===== config.mk =====
export PLATFORM = sky130hd
export DESIGN_NAME = serial_rtc_ram_3wire
export DESIGN_NICKNAME = d
export VERILOG_FILES = /design/src/rtc_timekeeper.v /design/src/serial_rtc_ram_3wire.v
export VERILOG_INCLUDE_DIRS = /design/src
export SDC_FILE = /design/constraint.sdc
export NUM_CORES = 1
export LEC_CHECK = 0
export BUFFER_PORTS_ARGS = -buffer_cell sky130_fd_sc_hd__buf_2
export CELL_PAD_IN_SITES_DETAIL_PLACEMENT = 1
export CELL_PAD_IN_SITES_GLOBAL_PLACEMENT = 1
export CORE_UTILIZATION = 35
export DETAILED_ROUTE_END_ITERATION = 8
export PLACE_DENSITY_LB_ADDON = 0.2
export SYNTH_ARGS = -nofsm -noshare
export SYNTH_HDL_FRONTEND = slang
export SYNTH_SLANG_ARGS = --single-unit

===== constraint.sdc =====
create_clock -name sys_clk -period 5.98 [get_ports sys_clk]
set_input_delay 0.598 -clock sys_clk [delete_from_list [all_inputs] [get_ports sys_clk]]
set_output_delay 0.598 -clock sys_clk [all_outputs]
set_load 0.05 [all_outputs]

===== src/serial_rtc_regs.vh =====
// register indices, field positions, reset values and timing counts of the serial clock/ram block
`ifndef SERIAL_RTC_REGS_VH
`define SERIAL_RTC_REGS_VH

// clock space register indices
`define RTC_IDX_SECONDS    5'd0
`define RTC_IDX_MINUTES    5'd1
`define RTC_IDX_HOURS      5'd2
`define RTC_IDX_DATE       5'd3
`define RTC_IDX_MONTH      5'd4
`define RTC_IDX_DAY        5'd5
`define RTC_IDX_YEAR       5'd6
`define RTC_IDX_CONTROL    5'd7
`define RTC_IDX_CHARGER    5'd8
`define RTC_IDX_BURST      5'd31
`define RTC_IDX_RAM_LAST   5'd30
`define RTC_IDX_CLK_LAST   5'd7

// command byte fields
`define RTC_CMD_VALID_BIT  7
`define RTC_CMD_SPACE_BIT  6
`define RTC_CMD_IDX_HI     5
`define RTC_CMD_IDX_LO     1
`define RTC_CMD_READ_BIT   0

// data fields
`define RTC_SEC_HALT_BIT   7
`define RTC_HOUR_12H_BIT   7
`define RTC_HOUR_PM_BIT    5
`define RTC_CTRL_WP_BIT    7
`define RTC_CHARGE_KEY     4'hA
`define RTC_DIODE_ONE      2'b01
`define RTC_DIODE_TWO      2'b10
`define RTC_RES_NONE       2'b00

// burst lengths
`define RTC_CLK_BURST_LEN  4'd8
`define RTC_RAM_DEPTH      31

// reset values
`define RTC_RST_SECONDS    8'h80
`define RTC_RST_MINUTES    8'h00
`define RTC_RST_HOURS      8'h00
`define RTC_RST_DATE       8'h01
`define RTC_RST_MONTH      8'h01
`define RTC_RST_DAY        8'h01
`define RTC_RST_YEAR       8'h00
`define RTC_RST_CONTROL    8'h80
`define RTC_RST_CHARGER    8'h5C

// timing: oscillator rate and seconds tick period
`define RTC_OSC_HZ         32768
`define RTC_TICK_S         1
`define RTC_OSC_DIV        (`RTC_OSC_HZ * `RTC_TICK_S)

`endif


===== src/rtc_timekeeper.v =====
// bcd time and calendar counters with the one-hertz divider
`timescale 1ns/10ps
`include "serial_rtc_regs.vh"
module rtc_timekeeper #(
  parameter OSC_DIV = `RTC_OSC_DIV,
  parameter DIV_W   = 16
) (
  input  wire        sys_clk,
  input  wire        reset_n,
  input  wire        osc_pulse,
  input  wire [6:0]  load_mask,
  input  wire [55:0] load_data,
  output wire [55:0] time_now,
  output wire        halted
);

localparam integer     DIV_LAST_I = OSC_DIV - 1;
localparam [DIV_W-1:0] DIV_LAST   = DIV_LAST_I[DIV_W-1:0];

reg  [7:0]       sec_ff;
reg  [7:0]       min_ff;
reg  [7:0]       hour_ff;
reg  [7:0]       date_ff;
reg  [7:0]       month_ff;
reg  [7:0]       day_ff;
reg  [7:0]       year_ff;
reg  [DIV_W-1:0] div_ff;
reg  [7:0]       nxt_sec;
reg  [7:0]       nxt_min;
reg  [7:0]       nxt_hour;
reg  [7:0]       nxt_date;
reg  [7:0]       nxt_month;
reg  [7:0]       nxt_day;
reg  [7:0]       nxt_year;
reg  [7:0]       max_date;
reg              leap;
reg              c_min;
reg              c_hour;
reg              c_day;
reg              c_month;
reg              c_year;
wire             tick;

function [7:0] inc_bcd;
  input [7:0] v;
  begin
    inc_bcd = (v[3:0] == 4'h9) ? {v[7:4] + 4'h1, 4'h0} : {v[7:4], v[3:0] + 4'h1};
  end
endfunction

assign halted   = sec_ff[`RTC_SEC_HALT_BIT];
assign time_now = {year_ff, day_ff, month_ff, date_ff, hour_ff, min_ff, sec_ff};
// halt stops the divider and every counter
assign tick     = osc_pulse & ~halted & (div_ff == DIV_LAST);

////////////////////////////////////////////////////////////////////////////////
always @* begin
  leap     = year_ff[4] ? (year_ff[3:0] == 4'h2 || year_ff[3:0] == 4'h6)
                        : (year_ff[3:0] == 4'h0 || year_ff[3:0] == 4'h4 || year_ff[3:0] == 4'h8);
  max_date = (month_ff == 8'h02) ? (leap ? 8'h29 : 8'h28) :
             (month_ff == 8'h04 || month_ff == 8'h06 || month_ff == 8'h09 || month_ff == 8'h11) ? 8'h30 : 8'h31;
  // bcd counting throughout
  c_min    = (sec_ff[6:0] == 7'h59);
  nxt_sec  = c_min ? {sec_ff[7], 7'h00} : ({sec_ff[7], 7'h00} | (inc_bcd({1'b0, sec_ff[6:0]}) & 8'h7F));
  c_hour   = c_min & (min_ff == 8'h59);
  nxt_min  = (min_ff == 8'h59) ? 8'h00 : inc_bcd(min_ff);
  if (hour_ff[`RTC_HOUR_12H_BIT]) begin
    c_day = 1'b0;
    if (hour_ff[4:0] == 5'h11) begin
      nxt_hour = {hour_ff[7:6], ~hour_ff[`RTC_HOUR_PM_BIT], 5'h12};
      c_day    = hour_ff[`RTC_HOUR_PM_BIT];
    end else if (hour_ff[4:0] == 5'h12) begin
      nxt_hour = {hour_ff[7:5], 5'h01};
    end else begin
      nxt_hour = {hour_ff[7:5], 5'h00} | (inc_bcd({3'b000, hour_ff[4:0]}) & 8'h1F);
    end
  end else begin
    c_day    = (hour_ff[5:0] == 6'h23);
    nxt_hour = c_day ? {hour_ff[7:6], 6'h00} : {hour_ff[7:6], 6'h00} | (inc_bcd({2'b00, hour_ff[5:0]}) & 8'h3F);
  end
  c_day     = c_day & c_hour;
  c_month   = c_day & (date_ff == max_date);
  nxt_date  = (date_ff == max_date) ? 8'h01 : inc_bcd(date_ff);
  nxt_day   = (day_ff == 8'h07) ? 8'h01 : inc_bcd(day_ff);
  c_year    = c_month & (month_ff == 8'h12);
  nxt_month = (month_ff == 8'h12) ? 8'h01 : inc_bcd(month_ff);
  nxt_year  = (year_ff == 8'h99) ? 8'h00 : inc_bcd(year_ff);
end

////////////////////////////////////////////////////////////////////////////////
always @(posedge sys_clk or negedge reset_n) begin
  if (!reset_n) begin
    div_ff   <= {DIV_W{1'b0}};
    sec_ff   <= `RTC_RST_SECONDS;
    min_ff   <= `RTC_RST_MINUTES;
    hour_ff  <= `RTC_RST_HOURS;
    date_ff  <= `RTC_RST_DATE;
    month_ff <= `RTC_RST_MONTH;
    day_ff   <= `RTC_RST_DAY;
    year_ff  <= `RTC_RST_YEAR;
  end else begin
    // a seconds write restarts the sub-second chain
    if (load_mask[0])
      div_ff <= {DIV_W{1'b0}};
    else if (osc_pulse & ~halted)
      div_ff <= (div_ff == DIV_LAST) ? {DIV_W{1'b0}} : div_ff + 1'b1;
    if (load_mask[0])      sec_ff   <= load_data[7:0];
    else if (tick)         sec_ff   <= nxt_sec;
    if (load_mask[1])      min_ff   <= load_data[15:8];
    else if (tick & c_min) min_ff   <= nxt_min;
    if (load_mask[2])      hour_ff  <= load_data[23:16];
    else if (tick & c_hour) hour_ff <= nxt_hour;
    if (load_mask[3])      date_ff  <= load_data[31:24];
    else if (tick & c_day) date_ff  <= nxt_date;
    if (load_mask[4])      month_ff <= load_data[39:32];
    else if (tick & c_month) month_ff <= nxt_month;
    if (load_mask[5])      day_ff   <= load_data[47:40];
    else if (tick & c_day) day_ff   <= nxt_day;
    if (load_mask[6])      year_ff  <= load_data[55:48];
    else if (tick & c_year) year_ff <= nxt_year;
  end
end

endmodule // rtc_timekeeper


===== src/serial_rtc_ram_3wire.v =====
// 3-wire serial port, snapshot, staging, ram and charger selection of the serial clock/ram block
//
// Behaviour
// - command bit 7 zero forbids any write
// - bit6 space, bits5:1 index, bit0 read
// - command byte arrives lsb first
// - chip enable low aborts and releases data
// - sample on rising, launch on falling
// - write takes one byte, extra cycles ignored
// - read drives from next falling edge, lsb first
// - continued shifting keeps reading bytes out
// - index 31 is burst from index zero
// - clock burst commits only after eight bytes
// - ram burst stores every complete byte
// - time registers hold and count bcd
// - weekday advances at midnight through 1..7
// - enable rise snapshots time for reads
// - time writes commit at enable fall
// - hours bit7 selects 12h with pm bit5
// - seconds bit7 halts the clock
// - protect bit blocks other writes, reads zeros
// - protected clock burst changes nothing
// - charger on only with key and valid fields
// - diode and resistor field decode
`timescale 1ns/10ps
`include "serial_rtc_regs.vh"
module serial_rtc_ram_3wire #(
  parameter OSC_DIV = `RTC_OSC_DIV
) (
  input  wire       sys_clk,
  input  wire       reset_n,
  input  wire       ce,
  input  wire       sclk,
  input  wire       io_in,
  input  wire       osc_in,
  output wire       io_out,
  output wire       io_oe,
  output wire       charger_enable,
  output wire       charger_two_diodes,
  output wire [1:0] charger_resistor,
  output wire       osc_running
);

localparam [4:0] ST_CMD    = 5'b00001;
localparam [4:0] ST_WDATA  = 5'b00010;
localparam [4:0] ST_RDATA  = 5'b00100;
localparam [4:0] ST_IGNORE = 5'b01000;
localparam [4:0] ST_OFF    = 5'b10000;
localparam [7:0] RST_CTRL  = `RTC_RST_CONTROL;

reg  [3:0]  pin_meta_ff;
reg  [3:0]  pin_sync_ff;
reg  [3:0]  pin_last_ff;
reg  [4:0]  state_ff;
reg  [2:0]  bit_cnt_ff;
reg  [7:0]  shift_ff;
reg         space_ram_ff;
reg         burst_ff;
reg  [4:0]  idx_ff;
reg         burst_block_ff;
reg  [3:0]  burst_cnt_ff;
reg  [55:0] snap_ff;
reg  [55:0] stage_ff;
reg  [6:0]  stage_mask_ff;
reg  [7:0]  ctrl_stage_ff;
reg  [6:0]  load_mask_ff;
reg         wp_ff;
reg  [7:0]  charger_ff;
reg         io_out_ff;
reg         io_oe_ff;
reg         charger_enable_ff;
reg         charger_two_ff;
reg  [1:0]  charger_res_ff;
reg  [7:0]  ram_ff [0:`RTC_RAM_DEPTH-1];
reg  [7:0]  read_byte;
wire        ce_s;
wire        ce_rise;
wire        ce_fall;
wire        sclk_rise;
wire        sclk_fall;
wire        io_s;
wire        osc_pulse;
wire [7:0]  in_byte;
wire        byte_done;
wire        ram_we;
wire [55:0] time_now;
wire        halted;

assign io_out             = io_out_ff;
assign io_oe              = io_oe_ff;
assign charger_enable     = charger_enable_ff;
assign charger_two_diodes = charger_two_ff;
assign charger_resistor   = charger_res_ff;
assign osc_running        = ~halted;

////////////////////////////////////////////////////////////////////////////////
// pin synchronisers: bit0 enable, bit1 shift clock, bit2 data, bit3 oscillator
genvar g;
generate
  for (g = 0; g < 4; g = g + 1) begin : g_sync
    always @(posedge sys_clk or negedge reset_n) begin
      if (!reset_n) begin
        pin_meta_ff[g] <= 1'b0;
        pin_sync_ff[g] <= 1'b0;
        pin_last_ff[g] <= 1'b0;
      end else begin
        pin_meta_ff[g] <= (g == 0) ? ce : (g == 1) ? sclk : (g == 2) ? io_in : osc_in;
        pin_sync_ff[g] <= pin_meta_ff[g];
        pin_last_ff[g] <= pin_sync_ff[g];
      end
    end
  end
endgenerate

assign ce_s      = pin_sync_ff[0];
assign ce_rise   = pin_sync_ff[0] & ~pin_last_ff[0];
assign ce_fall   = ~pin_sync_ff[0] & pin_last_ff[0];
// edges count only while enable is high; the host holds the clock low at the raise
assign sclk_rise = ce_s & pin_last_ff[0] & pin_sync_ff[1] & ~pin_last_ff[1];
assign sclk_fall = ce_s & pin_last_ff[0] & ~pin_sync_ff[1] & pin_last_ff[1];
assign io_s      = pin_sync_ff[2];
assign osc_pulse = pin_sync_ff[3] & ~pin_last_ff[3];

// serial bytes assemble lsb first
assign in_byte   = {io_s, shift_ff[7:1]};
assign byte_done = sclk_rise & (state_ff == ST_WDATA) & (bit_cnt_ff == 3'd7);
// ram bytes land as each one completes
assign ram_we    = byte_done & space_ram_ff & ~wp_ff & (idx_ff <= `RTC_IDX_RAM_LAST);

////////////////////////////////////////////////////////////////////////////////
// read data source: clock space time registers read the snapshot, control and charger read live values
always @* begin
  read_byte = 8'h00;
  if (space_ram_ff) begin
    if (idx_ff <= `RTC_IDX_RAM_LAST)
      read_byte = ram_ff[idx_ff];
  end else begin
    case (idx_ff)
      `RTC_IDX_SECONDS: read_byte = snap_ff[7:0];
      `RTC_IDX_MINUTES: read_byte = snap_ff[15:8];
      `RTC_IDX_HOURS:   read_byte = snap_ff[23:16];
      `RTC_IDX_DATE:    read_byte = snap_ff[31:24];
      `RTC_IDX_MONTH:   read_byte = snap_ff[39:32];
      `RTC_IDX_DAY:     read_byte = snap_ff[47:40];
      `RTC_IDX_YEAR:    read_byte = snap_ff[55:48];
      `RTC_IDX_CONTROL: read_byte = {wp_ff, 7'h00};
      `RTC_IDX_CHARGER: read_byte = burst_ff ? 8'h00 : charger_ff;
      default:          read_byte = 8'h00;
    endcase
  end
end

////////////////////////////////////////////////////////////////////////////////
always @(posedge sys_clk) begin
  if (ram_we)
    ram_ff[idx_ff] <= in_byte;
end

////////////////////////////////////////////////////////////////////////////////
// serial transfer engine
always @(posedge sys_clk or negedge reset_n) begin
  if (!reset_n) begin
    state_ff       <= ST_OFF;
    bit_cnt_ff     <= 3'd0;
    shift_ff       <= 8'h00;
    space_ram_ff   <= 1'b0;
    burst_ff       <= 1'b0;
    idx_ff         <= 5'd0;
    burst_block_ff <= 1'b0;
    burst_cnt_ff   <= 4'd0;
    io_out_ff      <= 1'b0;
    io_oe_ff       <= 1'b0;
  end else if (!ce_s) begin
    // enable low ends everything and floats the data line
    state_ff   <= ST_OFF;
    bit_cnt_ff <= 3'd0;
    io_oe_ff   <= 1'b0;
  end else if (ce_rise) begin
    state_ff     <= ST_CMD;
    bit_cnt_ff   <= 3'd0;
    burst_cnt_ff <= 4'd0;
    burst_ff     <= 1'b0;
  end else begin
    if (sclk_rise) begin
      io_oe_ff <= 1'b0;
      shift_ff <= in_byte;
      if (state_ff == ST_CMD || state_ff == ST_WDATA)
        bit_cnt_ff <= bit_cnt_ff + 3'd1;
    end
    case (state_ff)
      ST_CMD: begin
        if (sclk_rise && bit_cnt_ff == 3'd7) begin
          // command decode
          space_ram_ff   <= in_byte[`RTC_CMD_SPACE_BIT];
          burst_ff       <= (in_byte[`RTC_CMD_IDX_HI:`RTC_CMD_IDX_LO] == `RTC_IDX_BURST);
          idx_ff         <= (in_byte[`RTC_CMD_IDX_HI:`RTC_CMD_IDX_LO] == `RTC_IDX_BURST) ? 5'd0
                            : in_byte[`RTC_CMD_IDX_HI:`RTC_CMD_IDX_LO];
          burst_block_ff <= wp_ff;
          if (in_byte[`RTC_CMD_READ_BIT])
            state_ff <= ST_RDATA;
          else if (in_byte[`RTC_CMD_VALID_BIT])
            state_ff <= ST_WDATA;
          else
            state_ff <= ST_IGNORE;
        end
      end
      ST_WDATA: begin
        if (byte_done) begin
          if (!burst_ff) begin
            state_ff <= ST_IGNORE;
          end else begin
            burst_cnt_ff <= burst_cnt_ff + 4'd1;
            idx_ff       <= idx_ff + 5'd1;
            if ((space_ram_ff && idx_ff == `RTC_IDX_RAM_LAST) ||
                (!space_ram_ff && idx_ff == `RTC_IDX_CLK_LAST))
              state_ff <= ST_IGNORE;
          end
        end
      end
      ST_RDATA: begin
        if (sclk_fall) begin
          // launch on falling edges, lsb first
          io_out_ff  <= read_byte[bit_cnt_ff];
          io_oe_ff   <= 1'b1;
          bit_cnt_ff <= bit_cnt_ff + 3'd1;
          if (bit_cnt_ff == 3'd7 && burst_ff) begin
            // keep streaming while the host keeps clocking
            if ((space_ram_ff && idx_ff == `RTC_IDX_RAM_LAST) ||
                (!space_ram_ff && idx_ff == `RTC_IDX_CLK_LAST))
              idx_ff <= 5'd0;
            else
              idx_ff <= idx_ff + 5'd1;
          end
        end
      end
      ST_IGNORE: begin
        bit_cnt_ff <= 3'd0;
      end
      ST_OFF: begin
        bit_cnt_ff <= 3'd0;
      end
      default: begin
        state_ff <= ST_OFF;
      end
    endcase
  end
end

////////////////////////////////////////////////////////////////////////////////
// time writes: staged while enable is high, committed at its fall; single control and charger writes act at once
always @(posedge sys_clk or negedge reset_n) begin
  if (!reset_n) begin
    stage_ff      <= 56'h0;
    stage_mask_ff <= 7'h00;
    ctrl_stage_ff <= 8'h00;
    load_mask_ff  <= 7'h00;
    wp_ff         <= RST_CTRL[`RTC_CTRL_WP_BIT];
    charger_ff    <= `RTC_RST_CHARGER;
    snap_ff       <= 56'h0;
  end else begin
    load_mask_ff <= 7'h00;
    if (ce_rise) begin
      snap_ff       <= time_now;
      stage_mask_ff <= 7'h00;
    end
    if (byte_done && !space_ram_ff) begin
      if (burst_ff) begin
        if (idx_ff == `RTC_IDX_CONTROL)
          ctrl_stage_ff <= in_byte;
        else begin
          stage_ff[{idx_ff[2:0], 3'b000} +: 8] <= in_byte;
          stage_mask_ff[idx_ff[2:0]]            <= 1'b1;
        end
      end else if (idx_ff == `RTC_IDX_CONTROL) begin
        wp_ff <= in_byte[`RTC_CTRL_WP_BIT];
      end else if (!wp_ff) begin
        if (idx_ff == `RTC_IDX_CHARGER)
          charger_ff <= in_byte;
        else if (idx_ff < `RTC_IDX_CONTROL) begin
          stage_ff[{idx_ff[2:0], 3'b000} +: 8] <= in_byte;
          stage_mask_ff[idx_ff[2:0]]            <= 1'b1;
        end
      end
    end
    if (ce_fall) begin
      stage_mask_ff <= 7'h00;
      if (burst_ff && !space_ram_ff) begin
        // all eight or nothing, and nothing while protected
        if (!burst_block_ff && burst_cnt_ff == `RTC_CLK_BURST_LEN) begin
          load_mask_ff <= 7'h7F;
          wp_ff        <= ctrl_stage_ff[`RTC_CTRL_WP_BIT];
        end
      end else begin
        load_mask_ff <= stage_mask_ff;
      end
    end
  end
end

////////////////////////////////////////////////////////////////////////////////
// charger decode
always @(posedge sys_clk or negedge reset_n) begin
  if (!reset_n) begin
    charger_enable_ff <= 1'b0;
    charger_two_ff    <= 1'b0;
    charger_res_ff    <= `RTC_RES_NONE;
  end else begin
    charger_enable_ff <= (charger_ff[7:4] == `RTC_CHARGE_KEY) &&
                         (charger_ff[3:2] == `RTC_DIODE_ONE || charger_ff[3:2] == `RTC_DIODE_TWO) &&
                         (charger_ff[1:0] != `RTC_RES_NONE);
    charger_two_ff    <= (charger_ff[3:2] == `RTC_DIODE_TWO);
    charger_res_ff    <= charger_ff[1:0];
  end
end

////////////////////////////////////////////////////////////////////////////////
rtc_timekeeper #(
  .OSC_DIV (OSC_DIV)
) u_timekeeper (
  .sys_clk   (sys_clk),
  .reset_n   (reset_n),
  .osc_pulse (osc_pulse),
  .load_mask (load_mask_ff),
  .load_data (stage_ff),
  .time_now  (time_now),
  .halted    (halted)
);

endmodule // serial_rtc_ram_3wire


Yosys cells after proc, flatten, opt, wreduce, memory -nomap -nowiden
Memory sizes are Yosys's and may differ from the RTL's.
Index checks and enable logic that the tools add are counted.
{"block": "op_classes", "mux": 111, "n_eq_ne": 63, "bitwise_logic": 39, "reduce_logical": 64, "n_shift": 2, "order_cmp": 5, "addsub": 20}
{"operator": "2-to-1 mux 56 bit", "n": 6}
{"operator": "2-to-1 mux 8 bit", "n": 33}
{"operator": "2-to-1 mux 7 bit", "n": 13}
{"operator": "one-hot mux 8 bit (9 select lines)", "n": 1}
{"operator": "2-to-1 mux 5 bit", "n": 14}
{"operator": "bitwise mux 56 bit", "n": 1}
{"operator": "variable shift 8 x 8 -> 56 bit, first input constant", "n": 1}
{"operator": "indexed part select 8 x 8 -> 56 bit", "n": 1}
{"operator": "adder 4 x 1 -> 4 bit, second input constant", "n": 13}
{"operator": "2-to-1 mux 16 bit", "n": 3}
{"operator": "== test 4 bit, second input constant", "n": 10}
{"operator": "one-hot mux 5 bit (3 select lines)", "n": 2}
{"operator": "nonzero test 2 bit", "n": 15}
{"operator": "== test 5 x 3 -> 1 bit, second input constant", "n": 5}
{"operator": "== test 5 bit, second input constant", "n": 5}
{"operator": "AND 1 bit", "n": 24}
{"operator": "== test 8 x 3 -> 1 bit, second input constant", "n": 3}
{"operator": "2-to-1 mux 4 bit", "n": 6}
{"operator": "2-to-1 mux 1 bit", "n": 23}
{"operator": "AND reduction 4 bit", "n": 5}
{"operator": "nonzero test 3 bit", "n": 6}
{"operator": "adder 16 x 1 -> 16 bit, second input constant", "n": 1}
{"operator": "== test 16 x 15 -> 1 bit, second input constant", "n": 1}
{"operator": "== test 8 x 5 -> 1 bit, second input constant", "n": 2}
{"operator": "other kinds (52)", "n": 110}
{"block": "totals", "regBits": 260, "mem_bits_rw": 248, "mem_count": 1, "inputBits": 6, "output_inout_bits": 7}
{"name": "ram_ff", "depth": 31, "word_bits": 8, "read_ports": 1, "rd_clocked_by_memory_dff": 0, "wr": 1, "line": "serial_rtc_ram_3wire.v:74", "rtl": "reg [7:0] ram_ff [0:`RTC_RAM_DEPTH-1];"}

Depth between registers and ports, before layout
Gate-level depths: netlist of run 1.
{"block": "logic_depth", "depth_word": 12, "depth_mapped": 12, "mapped_depth_nobuf": 10}

Modules after synthesis
Synthesis of run 1 repeated with hierarchy kept, for this count alone.
{"block": "hier_totals", "hier_cells": 1819, "area_unflattened_um2": 22580.4}
{"module": "serial_rtc_ram_3wire", "seq_area_each_um2": 11959.0, "instances": 1, "area_each_um2": 17827.1, "cells_each": 1272}
{"module": "rtc_timekeeper", "seq_area_each_um2": 1806.7, "instances": 1, "area_each_um2": 4753.3, "cells_each": 547}

Least setup slack after synthesis of run 1
OpenSTA, ideal clock, no wires.
{"block": "synth_timing", "path_type": "reg2reg", "start": "register state_ff[3]", "end": "memory ram_ff[25][0], enable pin", "arrival_time_ns": 2.523, "path_stages_with_launch": 7, "slack_ns": 3.073, "setup_ns": 0.383, "required_ns": 5.597, "period_less_slack_ns": 2.907, "cell_sequence": "dfrtp_1 > or3_1 > nor3b_4 > nand3_4 > nor3_2 > nand2_1 > nor3_1"}
{"block": "synth_between", "elab_chain_len": 8}
{"item": "from (decl)", "line": "serial_rtc_ram_3wire.v:54", "rtl": "reg [4:0] state_ff;"}
{"item": "from (signal assigned)", "line": "serial_rtc_ram_3wire.v:163", "rtl": "state_ff <= ST_OFF;"}
{"item": "from (signal assigned)", "line": "serial_rtc_ram_3wire.v:175", "rtl": "state_ff <= ST_OFF;"}
{"item": "from (signal assigned)", "line": "serial_rtc_ram_3wire.v:179", "rtl": "state_ff <= ST_CMD;"}
{"item": "== test 5 x 2 -> 1 bit", "line": "serial_rtc_ram_3wire.v:126", "rtl": "assign byte_done = sclk_rise & (state_ff == ST_WDATA) & (bit_cnt_ff == 3'd7);"}
{"item": "AND 1 bit (2 in series)", "line": "serial_rtc_ram_3wire.v:126"}
{"item": "AND 1 bit (3 in series)", "line": "serial_rtc_ram_3wire.v:128", "rtl": "assign ram_we = byte_done & space_ram_ff & ~wp_ff & (idx_ff <= `RTC_IDX_RAM_LAST);"}
{"item": "2-to-1 mux 1 bit", "line": "serial_rtc_ram_3wire.v:155", "rtl": "if (ram_we)"}
{"item": "2-to-1 mux 1 bit (implied by the code)", "line": "serial_rtc_ram_3wire.v:156", "rtl": "ram_ff[idx_ff] <= in_byte;"}
{"item": "to (decl)", "line": "serial_rtc_ram_3wire.v:74"}
No other way between the ends.

Worst setup path in the final report of run 1
{"block": "layout_timing", "start": "register idx_ff[0]", "end": "memory ram_ff[25][3], enable pin"}
{"block": "layout_between", "elab_chain_len": 4}
{"item": "from (decl)", "line": "serial_rtc_ram_3wire.v:59", "rtl": "reg [4:0] idx_ff;"}
{"item": "from (signal assigned)", "line": "serial_rtc_ram_3wire.v:196", "rtl": "idx_ff <= (in_byte[`RTC_CMD_IDX_HI:`RTC_CMD_IDX_LO] == `RTC_IDX_BURST) ? 5'd0"}
{"item": "from (signal assigned)", "line": "serial_rtc_ram_3wire.v:213", "rtl": "idx_ff <= idx_ff + 5'd1;"}
{"item": "from (signal assigned)", "line": "serial_rtc_ram_3wire.v:232", "rtl": "idx_ff <= idx_ff + 5'd1;"}
{"item": "<= comparator 5 bit (no source line)"}
{"item": "AND 1 bit", "line": "serial_rtc_ram_3wire.v:128"}
{"item": "2-to-1 mux 1 bit", "line": "serial_rtc_ram_3wire.v:155"}
{"item": "2-to-1 mux 1 bit (implied by the code)", "line": "serial_rtc_ram_3wire.v:156"}
Parallel ways exist; a longest one is shown, timed or not.

==> results of run 1 <==
==> through the flow <==
step	power [uW]	util [%]
after global placement	4094	37.10
after CTS	7610	40.07
after detailed placement	4101	37.10
after floorplan	3912	-
final	7510	40.07
after global routing	7756	40.07
==> sequential cells by signal (all words and copies together) (netlist names), 2 cells and up <==
register,cells
u_timekeeper.day_ff,8
u_timekeeper.min_ff,8
load_mask_ff,7
pin_sync_ff,2
charger_ff,8
burst_cnt_ff,4
u_timekeeper.hour_ff,8
u_timekeeper.div_ff,16
bit_cnt_ff,3
charger_resistor,2
state_ff,5
u_timekeeper.month_ff,8
shift_ff,7
stage_mask_ff,7
snap_ff,56
u_timekeeper.sec_ff,8
pin_last_ff,3
pin_meta_ff,4
stage_ff,56
u_timekeeper.inc_bcd.v,8
idx_ff,5
u_timekeeper.date_ff,8
ram_ff,248
==> power by group through the flow <==
stage                     registers [uW]  clock network, uW  logic [uW]
after floorplan                     3820                  0        88.6
after global placement              3820                  0         273
after detailed placement            3820                  0         279
after CTS                           3750               3580         279
after global routing                3760               3700         300
final                               3750               3490         271
==> cell usage after synthesis (30+ instances only) <==
cell and number:
dfrtp_1 242, nand3_1 48, nor2_1 121, a21oi_1 44
a22oi_1 34, o21ai_0 135, edfxtp_1 248, inv_1 48
mux4_2 50, nand2_1 263, ha_1 30, clkbuf_1 55
mux2_2 74
==> kinds of logic after synthesis <==
group           after synthesis  share of synthesized area [%]
compound gates              337                          9.709
mux                         151                          10.06
flops                       500                          62.11
buf+inv                     139                          2.557
simple gates                608                          13.32
fa+ha+maj                    30                          1.693
xor+xnor                     14                         0.5532
==> area by class of cell <==
| type | count | area (um^2) | area share, % |
|---|---|---|---|
| clock buffer | 68 | 1455 | 5.842 |
| clock inverter | 34 | 389.1 | 1.562 |
| inverter | 51 | 191.4 | 0.7685 |
| multi-input combinational | 1140 | 7838 | 31.46 |
| sequential | 500 | 13780 | 55.32 |
| tap | 837 | 1047 | 4.204 |
| timing repair buffer | 29 | 210.2 | 0.8438 |
==> per-layer routing <==
layer	part of all wire, %	up-vias	GRT usage [%]
li1	-	6563	-
met1	46	7605	29.73
met2	46	384	31.84
met3	5.5	81	3.667
met4	2.1	0	5.387
met5	0	-	0
==> path summary, 6_finish.rpt <==
path / slack (ns) / end
setup / recovery: 2.01 / ram_ff[25][3]
hold / removal: 0.003 / stage_ff[44]
setup reg to reg: 2.01 / ram_ff[25][3]
hold reg to reg: 0.34 / io_s
max in group asynchronous: 4.84 / idx_ff[0]
min in group sys_clk: 0.10 / pin_meta_ff[3]
==> critical path: stages, from the launching register on <==
cell	delay (ns)
dfrtp_4	0.80
buf_4	0.74
ha_1	0.57
nand2_1	0.45
nor3_1	0.96
==> run_results.csv, run 1 <==
group,metric,value,unit
cts,cts.htree.levels,2,
placed_design,dp_cells,2557,
cts,cts_tree,"built",
power,clkPwrFrac,46.4,%
logic_synthesis,synth_async_sr_flop_share,50.40,%
worst_setup_path,startpoint_type,"register",
power,p_leak,0.009406,uW
sta,fmax,251.6,MHz
cts,post_cts_buffers,0,
finish,diodes,0,
worst_setup_path,r2r_cells,4,
logic_synthesis,synth_top_area_share,33.60,%
finish,layout_commonest_cell,"nand2_1",
finish,fin_area,0.02491,mm^2
sta,skew,0.03590,ns
sta,report.final.hold_viol_count,0,
drt,drc,0,
drt,routed_via_density,5.503,
finish,drive_gt1_share,15.81,%
logic_synthesis,yosys-top-cells-area,"edfxtp_1, dfrtp_1, mux4_2",
drt,ant_nets,0,
power,p_sw,1694,uW
finish,final_cells,2659,
placed_design,port_buffers,12,
logic_synthesis,synth-edff-count,248,
sta,whs,0.003326,ns
global_route,gr-total-overflow,0,
finish,fill_cells,6571,
floorplanning,die_x,253.7,um
power,powerDensity,301.5,mW/mm^2
sta,final.setup.tns,0,ns
worst_setup_path,critical_path_class,"reg2reg",
worst_setup_path,regToRegStartpoint,"idx_ff[0]",
cts,path_clk_slew,0.06,ns
logic_synthesis,netlist_area,0.02217,mm^2
drt,wl_per_cell,24.05,um
placed_design,place_hpwl,40.84,mm
power,power_frac_seq,50.0,%
floorplanning,die_area,0.06434,mm^2
hold_path,worst_hold_path_type,"in2async",
placed_design,placed_cell_area,0.02307,mm^2
floorplanning,initial_core_util,35.65,%
finish,area_growth,12.38,%
logic_synthesis,synth_flop_cell,"edfxtp_1",
logic_synthesis,synth_cell_types,88,
sta,slew_viol_final,0,
sta,fin_ws,2.006,ns
sta,rsz0062_at_grt,"false",
floorplanning,num_rows,91,
finish,mostFrequentLayoutCells,"nand2_1, edfxtp_1, dfrtp_1",
power,p_sw_share,22.56,%
outcome,outcome,"completed",
drt,firstDrtPassIters,6,
logic_synthesis,syn_area_per_cell,12.46,um^2
placed_design,dp_slack,1.961,ns
floorplanning,pin_count,13,
global_route,grt_pass1_wl,98.83,mm
sta,fin_crit,3.974,ns
floorplanning,coreArea,0.06217,mm^2
drt,via_count,14630,
power,p_int,5816,uW
global_route,grt_usage,20.57,%
cts,clockBufferDepth,3,
finish,nNetsFinal,1813,
global_route,antenna_found_initial,1,
logic_synthesis,yosys_warnings,0,
cts,clockRootBuffer,"clkbuf_16",
sta,slew_headroom,21.53,%
power,pwr-share-comb,3.6,%
logic_synthesis,syn_nets,1815,
logic_synthesis,synth.largest_area_cell,"edfxtp_1",
sta,final-setup-viol-count,0,
global_route,grt_pass1_vias,15140,
cts,cts_hold_buffers,0,
worst_setup_path,cp_max_fo,42,
cts,cts.sinks,500,
worst_setup_path,arrival,4.19,ns
cts,clk_latency,0.62,ns
global_route,grt_max_degree,107,
sta,fin_crit_sh,66.46,%
worst_setup_path,endpoint_kind,"register",
power,vdd_drop_max,0.0002016,V
worst_setup_path,cp-startpoint,"idx_ff[0]",
drt,initialDrtViolationCount,1233,
logic_synthesis,synth-seq-cells,500,
flow_run,max-cap-violations,0,
floorplanning,die_y,253.7,um
logic_synthesis,syn_inst,1779,
logic_synthesis,seq_area_frac_synth,62.11,%
cts,cts_resized,0,
drt,wl,63.95,mm
sta,tightest_slew,1.177,ns
cts,cts_buffers,55,
placed_design,gp_congestion,0.8872,
worst_setup_path,crit_required,6.20,ns
No activity file was read; power rests on OpenSTA's default activity.
==> run 2, diff against run 1 <==
Clock period 5.98 ns to 3.81 ns, I/O delays scaled along.
==> run 2 against run 1 <==
Effect of this change: cell area up 1.4%; worst hold slack better by 0.31 ns; sequential cell count unchanged; setup slack got worse by 1.5 ns; die area is the same; count of clock-buffer cells in the layout increased by 9; cell count up 2.0%; critical path depth is 3 higher; maximum frequency rose by 20%; combinational power up 65%; first-iteration DRC count shrank 22%.
==> run_results.csv, run 2 (synthesis gave the netlist of run 1 again) <==
group,metric,value,unit
cts,clockBufferDepth,3,
drt,route.met3.wl,2.895,mm
sta,slew_viol_final,0,
worst_setup_path,crit_required,4.13,ns
drt,initialDrtViolationCount,966,
finish,nNetsFinal,1866,
sta,fin_crit,3.301,ns
finish,diodes,0,
finish,mostFrequentLayoutCells,"nand2_1, edfxtp_1, dfrtp_1",
global_route,grt_pass1_wl,98.57,mm
worst_setup_path,arrival,3.62,ns
drt,met2WireLength,29.69,mm
placed_design,port_buffers,12,
worst_setup_path,critical_path_class,"reg2reg",
cts,clockRootBuffer,"clkbuf_16",
sta,final-setup-viol-count,0,
power,p_total,11510,uW
worst_setup_path,startpoint_type,"register",
drt,firstDrtPassIters,6,
drt,drc,0,
outcome,outcome,"completed",
drt,wl,63.80,mm
global_route,grt_pass1_vias,15560,
sta,fin_ws,0.5090,ns
worst_setup_path,endpoint_kind,"register",
cts,cts_tree,"built",
finish,layout_commonest_cell,"nand2_1",
sta,rsz0062_at_grt,"false",
global_route,grt_max_degree,96,
drt,routed_via_density,5.405,
global_route,gr-total-overflow,0,
sta,tightest_slew,0.7952,ns
power,powerDensity,455.7,mW/mm^2
cts,cts.sinks,500,
drt,ant_nets,0,
finish,area_growth,13.96,%
floorplanning,initial_core_util,35.65,%
floorplanning,die_y,253.7,um
drt,via_count,14660,
floorplanning,pin_count,13,
sta,final.setup.tns,0,ns
sta,fin_crit_sh,86.64,%
sta,skew,0.03084,ns
drt,wl_per_cell,23.51,um
sta,report.final.hold_viol_count,0,
finish,final_cells,2713,
finish,drive_gt1_share,17.64,%
placed_design,dp_slack,0.4894,ns
placed_design,gp_congestion,0.8295,
cts,cts.htree.levels,2,
finish,reg_top3,"ram_ff: 248 flops, snap_ff: 56 flops, stage_ff: 56 flops",
cts,path_clk_slew,0.06,ns
cts,cts_resized,0,
sta,slew_headroom,46.70,%
global_route,antenna_found_initial,0,
global_route,grt_usage,20.48,%
drt,wl_met1,29.40,mm
floorplanning,die_x,253.7,um
worst_setup_path,r2r_slack,0.51,ns
power,vdd_drop_max,0.0003450,V
finish,largest_register_ffs,248,
power,p_leak,0.009633,uW
flow_run,max-cap-violations,0,
sta,fmax,302.9,MHz
cts,post_cts_buffers,0,
floorplanning,die_area,0.06434,mm^2
floorplanning,num_rows,91,
placed_design,place_hpwl,42.03,mm
placed_design,dp_cells,2605,
worst_setup_path,cp_max_fo,13,
cts,clk_latency,0.63,ns
drt,dr.max_layer_used,"met4",
hold_path,worst_hold_path_type,"in2async",
finish,top_register,"ram_ff",
cts,cts_buffers,55,
floorplanning,coreArea,0.06217,mm^2
==> run 2: cell types whose count changed in the layout (fill, tap and decap cells not counted), sizes merged <==
cell	previous run	this run
clkinv	25	20
bufinv	8	2
clkbuf	68	77
inv	51	54
buf	29	77
dlygate4sd3	0	5
==> run 2: routing by layer <==
layer | global-route usage, % | up-vias
met3 | 3.196 | 100
met1 | 28.70 | 7562
met5 | 0 | -
li1 | - | 6667
met4 | 6.575 | 0
met2 | 32.56 | 334
==> run 2: final timing paths <==
kind                            cells past startpoint                     end           start
min in group sys_clk                                0                    io_s  pin_meta_ff[2]
worst min-delay path                                2  u_timekeeper.day_ff[2]         reset_n
worst min register to register                      0                    io_s  pin_meta_ff[2]
worst max register to register                      7           ram_ff[24][1]       idx_ff[0]
max in group asynchronous                           3                    io_s         reset_n
worst max-delay path                                7           ram_ff[24][1]       idx_ff[0]
==> run 2: report_power, final <==
part	internal [uW]	switching (uW)	total (uW)	leakage [uW]
clock network	2950	2230	5180	0.000860
logic	78.7	367	446	0.00311
registers	5810	76.2	5890	0.00567
==> run 2: what timing repair did <==
| action | CTS | global route |
|---|---|---|
| setup endpoints to repair | 0 | 0 |
| hold buffers | 5 | 0 |
| endpoints found under the hold margin | 66 | 0 |
==> run 2: area by class of cell <==
type,instances,area [um^2]
multi-input combinational,1140,7838
inverter,51,191.4
fill,6609,36910
sequential,500,13780
clock inverter,26,227.7
tap,837,1047
clock buffer,77,1530
timing repair buffer,82,645.6
==> run 2: metrics by stage <==
step,hold WS (ns),area [um^2],util [%]
floorplan,0.08541,22170,-
global placement,0.3337,23450,37.72
detailed placement,0.3355,23450,37.72
CTS,0.3090,25260,40.63
global route,0.3425,25260,40.63
finish,0.3173,25260,40.63
==> run 2: worst max-delay path: stages (launching register included) <==
cell	delay [ns]
dfrtp_4	0.54
inv_2	0.24
ha_1	0.55
o31ai_1	0.21
nor3_2	0.45
nand2_1	0.51
nor3_1	0.30
buf_4	0.22
==> run 3, diff against run 2 <==
Settings changed: CORE_MARGIN set to 10, CTS_BUF_LIST set to sky130_fd_sc_hd__clkbuf_2 sky130_fd_sc_hd__clkbuf_4 sky130_fd_sc_hd__clkbuf_8.
==> run 3 against run 2 <==
Effect of this change: clock power grew 2%; maximum frequency rose by 4.8%; die area up 15%; combinational power is 6.1% lower; critical endpoint is now ram_ff[7][6]; cell count grew 2.4%; sequential share of layout area decreased by 0.22 points; routed wire length is 0.14% higher.
==> run_results.csv, run 3 (synthesis gave the netlist of run 1 again) <==
group,metric,value,unit
sta,final.setup.tns,0,ns
finish,nNetsFinal,1896,
cts,cts_tree,"built",
drt,dr.max_layer_used,"met4",
global_route,grt_pass1_vias,15890,
drt,met2WireLength,30.12,mm
worst_setup_path,cp_max_fo,8,
power,vdd_drop_max,0.0002206,V
placed_design,port_buffers,12,
global_route,antenna_found_initial,3,
drt,ant_nets,0,
drt,route.met3.wl,2.597,mm
cts,cts_buffers,89,
global_route,gr-total-overflow,0,
worst_setup_path,crit_required,4.11,ns
power,power_frac_seq,51.0,%
power,clkPwrFrac,45.4,%
drt,drc,0,
floorplanning,coreArea,0.06285,mm^2
drt,routed_via_density,5.368,
cts,cts_resized,0,
sta,skew,0.03603,ns
finish,fill_cells,6730,
drt,via_count,14910,
power,pwr-share-comb,3.6,%
power,p_sw,2703,uW
outcome,outcome,"completed",
worst_setup_path,critical_path_class,"reg2reg",
cts,clockBufferDepth,3,
global_route,grt_max_degree,112,
power,p_total,11590,uW
power,powerDensity,456.9,mW/mm^2
sta,slew_viol_final,0,
floorplanning,initial_core_util,35.27,%
floorplanning,die_x,271.7,um
drt,firstDrtPassIters,7,
finish,area_growth,14.40,%
cts,clockRootBuffer,"clkbuf_8",
sta,tightest_slew,0.9713,ns
floorplanning,pin_count,13,
sta,fin_crit_sh,82.64,%
placed_design,place_hpwl,41.73,mm
worst_setup_path,startpoint_type,"register",
cts,cts.htree.levels,3,
worst_setup_path,arrival,3.45,ns
sta,fin_crit,3.149,ns
drt,wl_met1,29.18,mm
finish,reg_top3,"ram_ff: 248 flops, snap_ff: 56 flops, stage_ff: 56 flops",
hold_path,worst_hold_path_type,"in2async",
finish,largest_register_ffs,248,
finish,drive_gt1_share,20.66,%
worst_setup_path,endpoint_kind,"register",
power,p_sw_share,23.33,%
finish,mostFrequentLayoutCells,"nand2_1, edfxtp_1, dfrtp_1",
finish,top_register,"ram_ff",
sta,fmax,317.6,MHz
floorplanning,die_y,271.7,um
power,p_leak,0.009751,uW
sta,report.final.hold_viol_count,0,
drt,wl_per_cell,23.00,um
global_route,grt_pass1_wl,98.75,mm
floorplanning,die_area,0.07379,mm^2
cts,clk_latency,0.68,ns
power,p_int,8883,uW
floorplanning,num_rows,92,
drt,initialDrtViolationCount,1179,
global_route,grt_usage,17.32,%
drt,wl,63.88,mm
placed_design,gp_congestion,0.8872,
flow_run,max-cap-violations,0,
sta,slew_headroom,35.25,%
finish,layout_commonest_cell,"nand2_1",
cts,cts.sinks,500,
cts,path_clk_slew,0.06,ns
sta,rsz0062_at_grt,"false",
finish,final_core_util,40.34,%
sta,final-setup-viol-count,0,
run 3: changes by cell type in the layout (fill, tap and decap cells not counted), moves of 2 or more:
| cell | delta |
|---|---|
| dfrtp_2 | -2 |
| dfrtp_1 | +2 |
| buf_4 | -4 |
| clkbuf_16 | -56 |
| clkbuf_4 | +37 |
| clkinv_2 | -3 |
| clkbuf_1 | -16 |
| clkbuf_8 | +96 |
run 3: worst max-delay path: stages, from the launching register on:
cell and delay (ns):
dfrtp_1 0.42, or3_1 0.43, nor3b_4 0.29, nand3_4 0.20, nor3_2 0.44, nand2_1 0.28, nor2_1 0.71
run 3: power groups by stage:
stage / Sequential (uW) / Clock (uW) / Combinational [uW]
floorplan: 6000 / 0 / 139
global placement: 6010 / 0 / 414
detailed placement: 6010 / 0 / 428
CTS: 5910 / 5410 / 434
global route: 5910 / 5660 / 468
finish: 5910 / 5260 / 419
run 3: path summary, 6_finish.rpt:
kind,cells past startpoint,slack [ns],end,from
worst min-delay path,2,0.31,pin_meta_ff[0],reset_n
min in group sys_clk,2,0.34,pin_meta_ff[3],osc_in
worst max-delay path,6,0.66,ram_ff[7][6],state_ff[3]
worst max register to register,6,0.66,ram_ff[7][6],state_ff[3]
max in group asynchronous,3,2.48,u_timekeeper.sec_ff[7],reset_n
worst min register to register,0,0.35,io_s,pin_meta_ff[2]
run 3: layout make-up:
class	instances	area (um^2)	share of cell area (%)
Antenna cell	1	2.502	0.009869
Tap cell	846	1059	4.175
Inverter	51	191.4	0.7550
Multi-Input combinational cell	1140	7838	30.91
Timing Repair Buffer	78	615.6	2.428
Clock buffer	138	1668	6.578
Sequential cell	500	13780	54.33
Clock inverter	24	206.4	0.8142
run 3: routing by layer:
metal | up-vias | GRT usage [%]
li1 | 6752 | -
met2 | 309 | 28.11
met3 | 112 | 3.148
met4 | 0 | 6.126
met1 | 7740 | 22.97
met5 | - | 0
run 3: timing repair:
| item | in CTS | in global routing |
|---|---|---|
| setup endpoints to repair | 0 | 0 |
| setup buffers | 0 | 0 |
| endpoints found under the hold margin | 108 | 0 |
| hold buffers | 5 | 0 |
run 3: through the flow:
| stage | instance area (um^2) | hold slack (ns) | worst slack [ns] | cells |
|---|---|---|---|---|
| after floorplan | 22170 | 0.08541 | 0.9031 | 1779 |
| after global placement | 23430 | 0.3394 | 0.7400 | 2610 |
| after detailed placement | 23430 | 0.3411 | 0.6662 | 2610 |
| after CTS | 25350 | 0.2784 | 0.6356 | 2777 |
| after global routing | 25350 | 0.3147 | 0.4690 | 2777 |
| final | 25360 | 0.3126 | 0.6612 | 2778 |
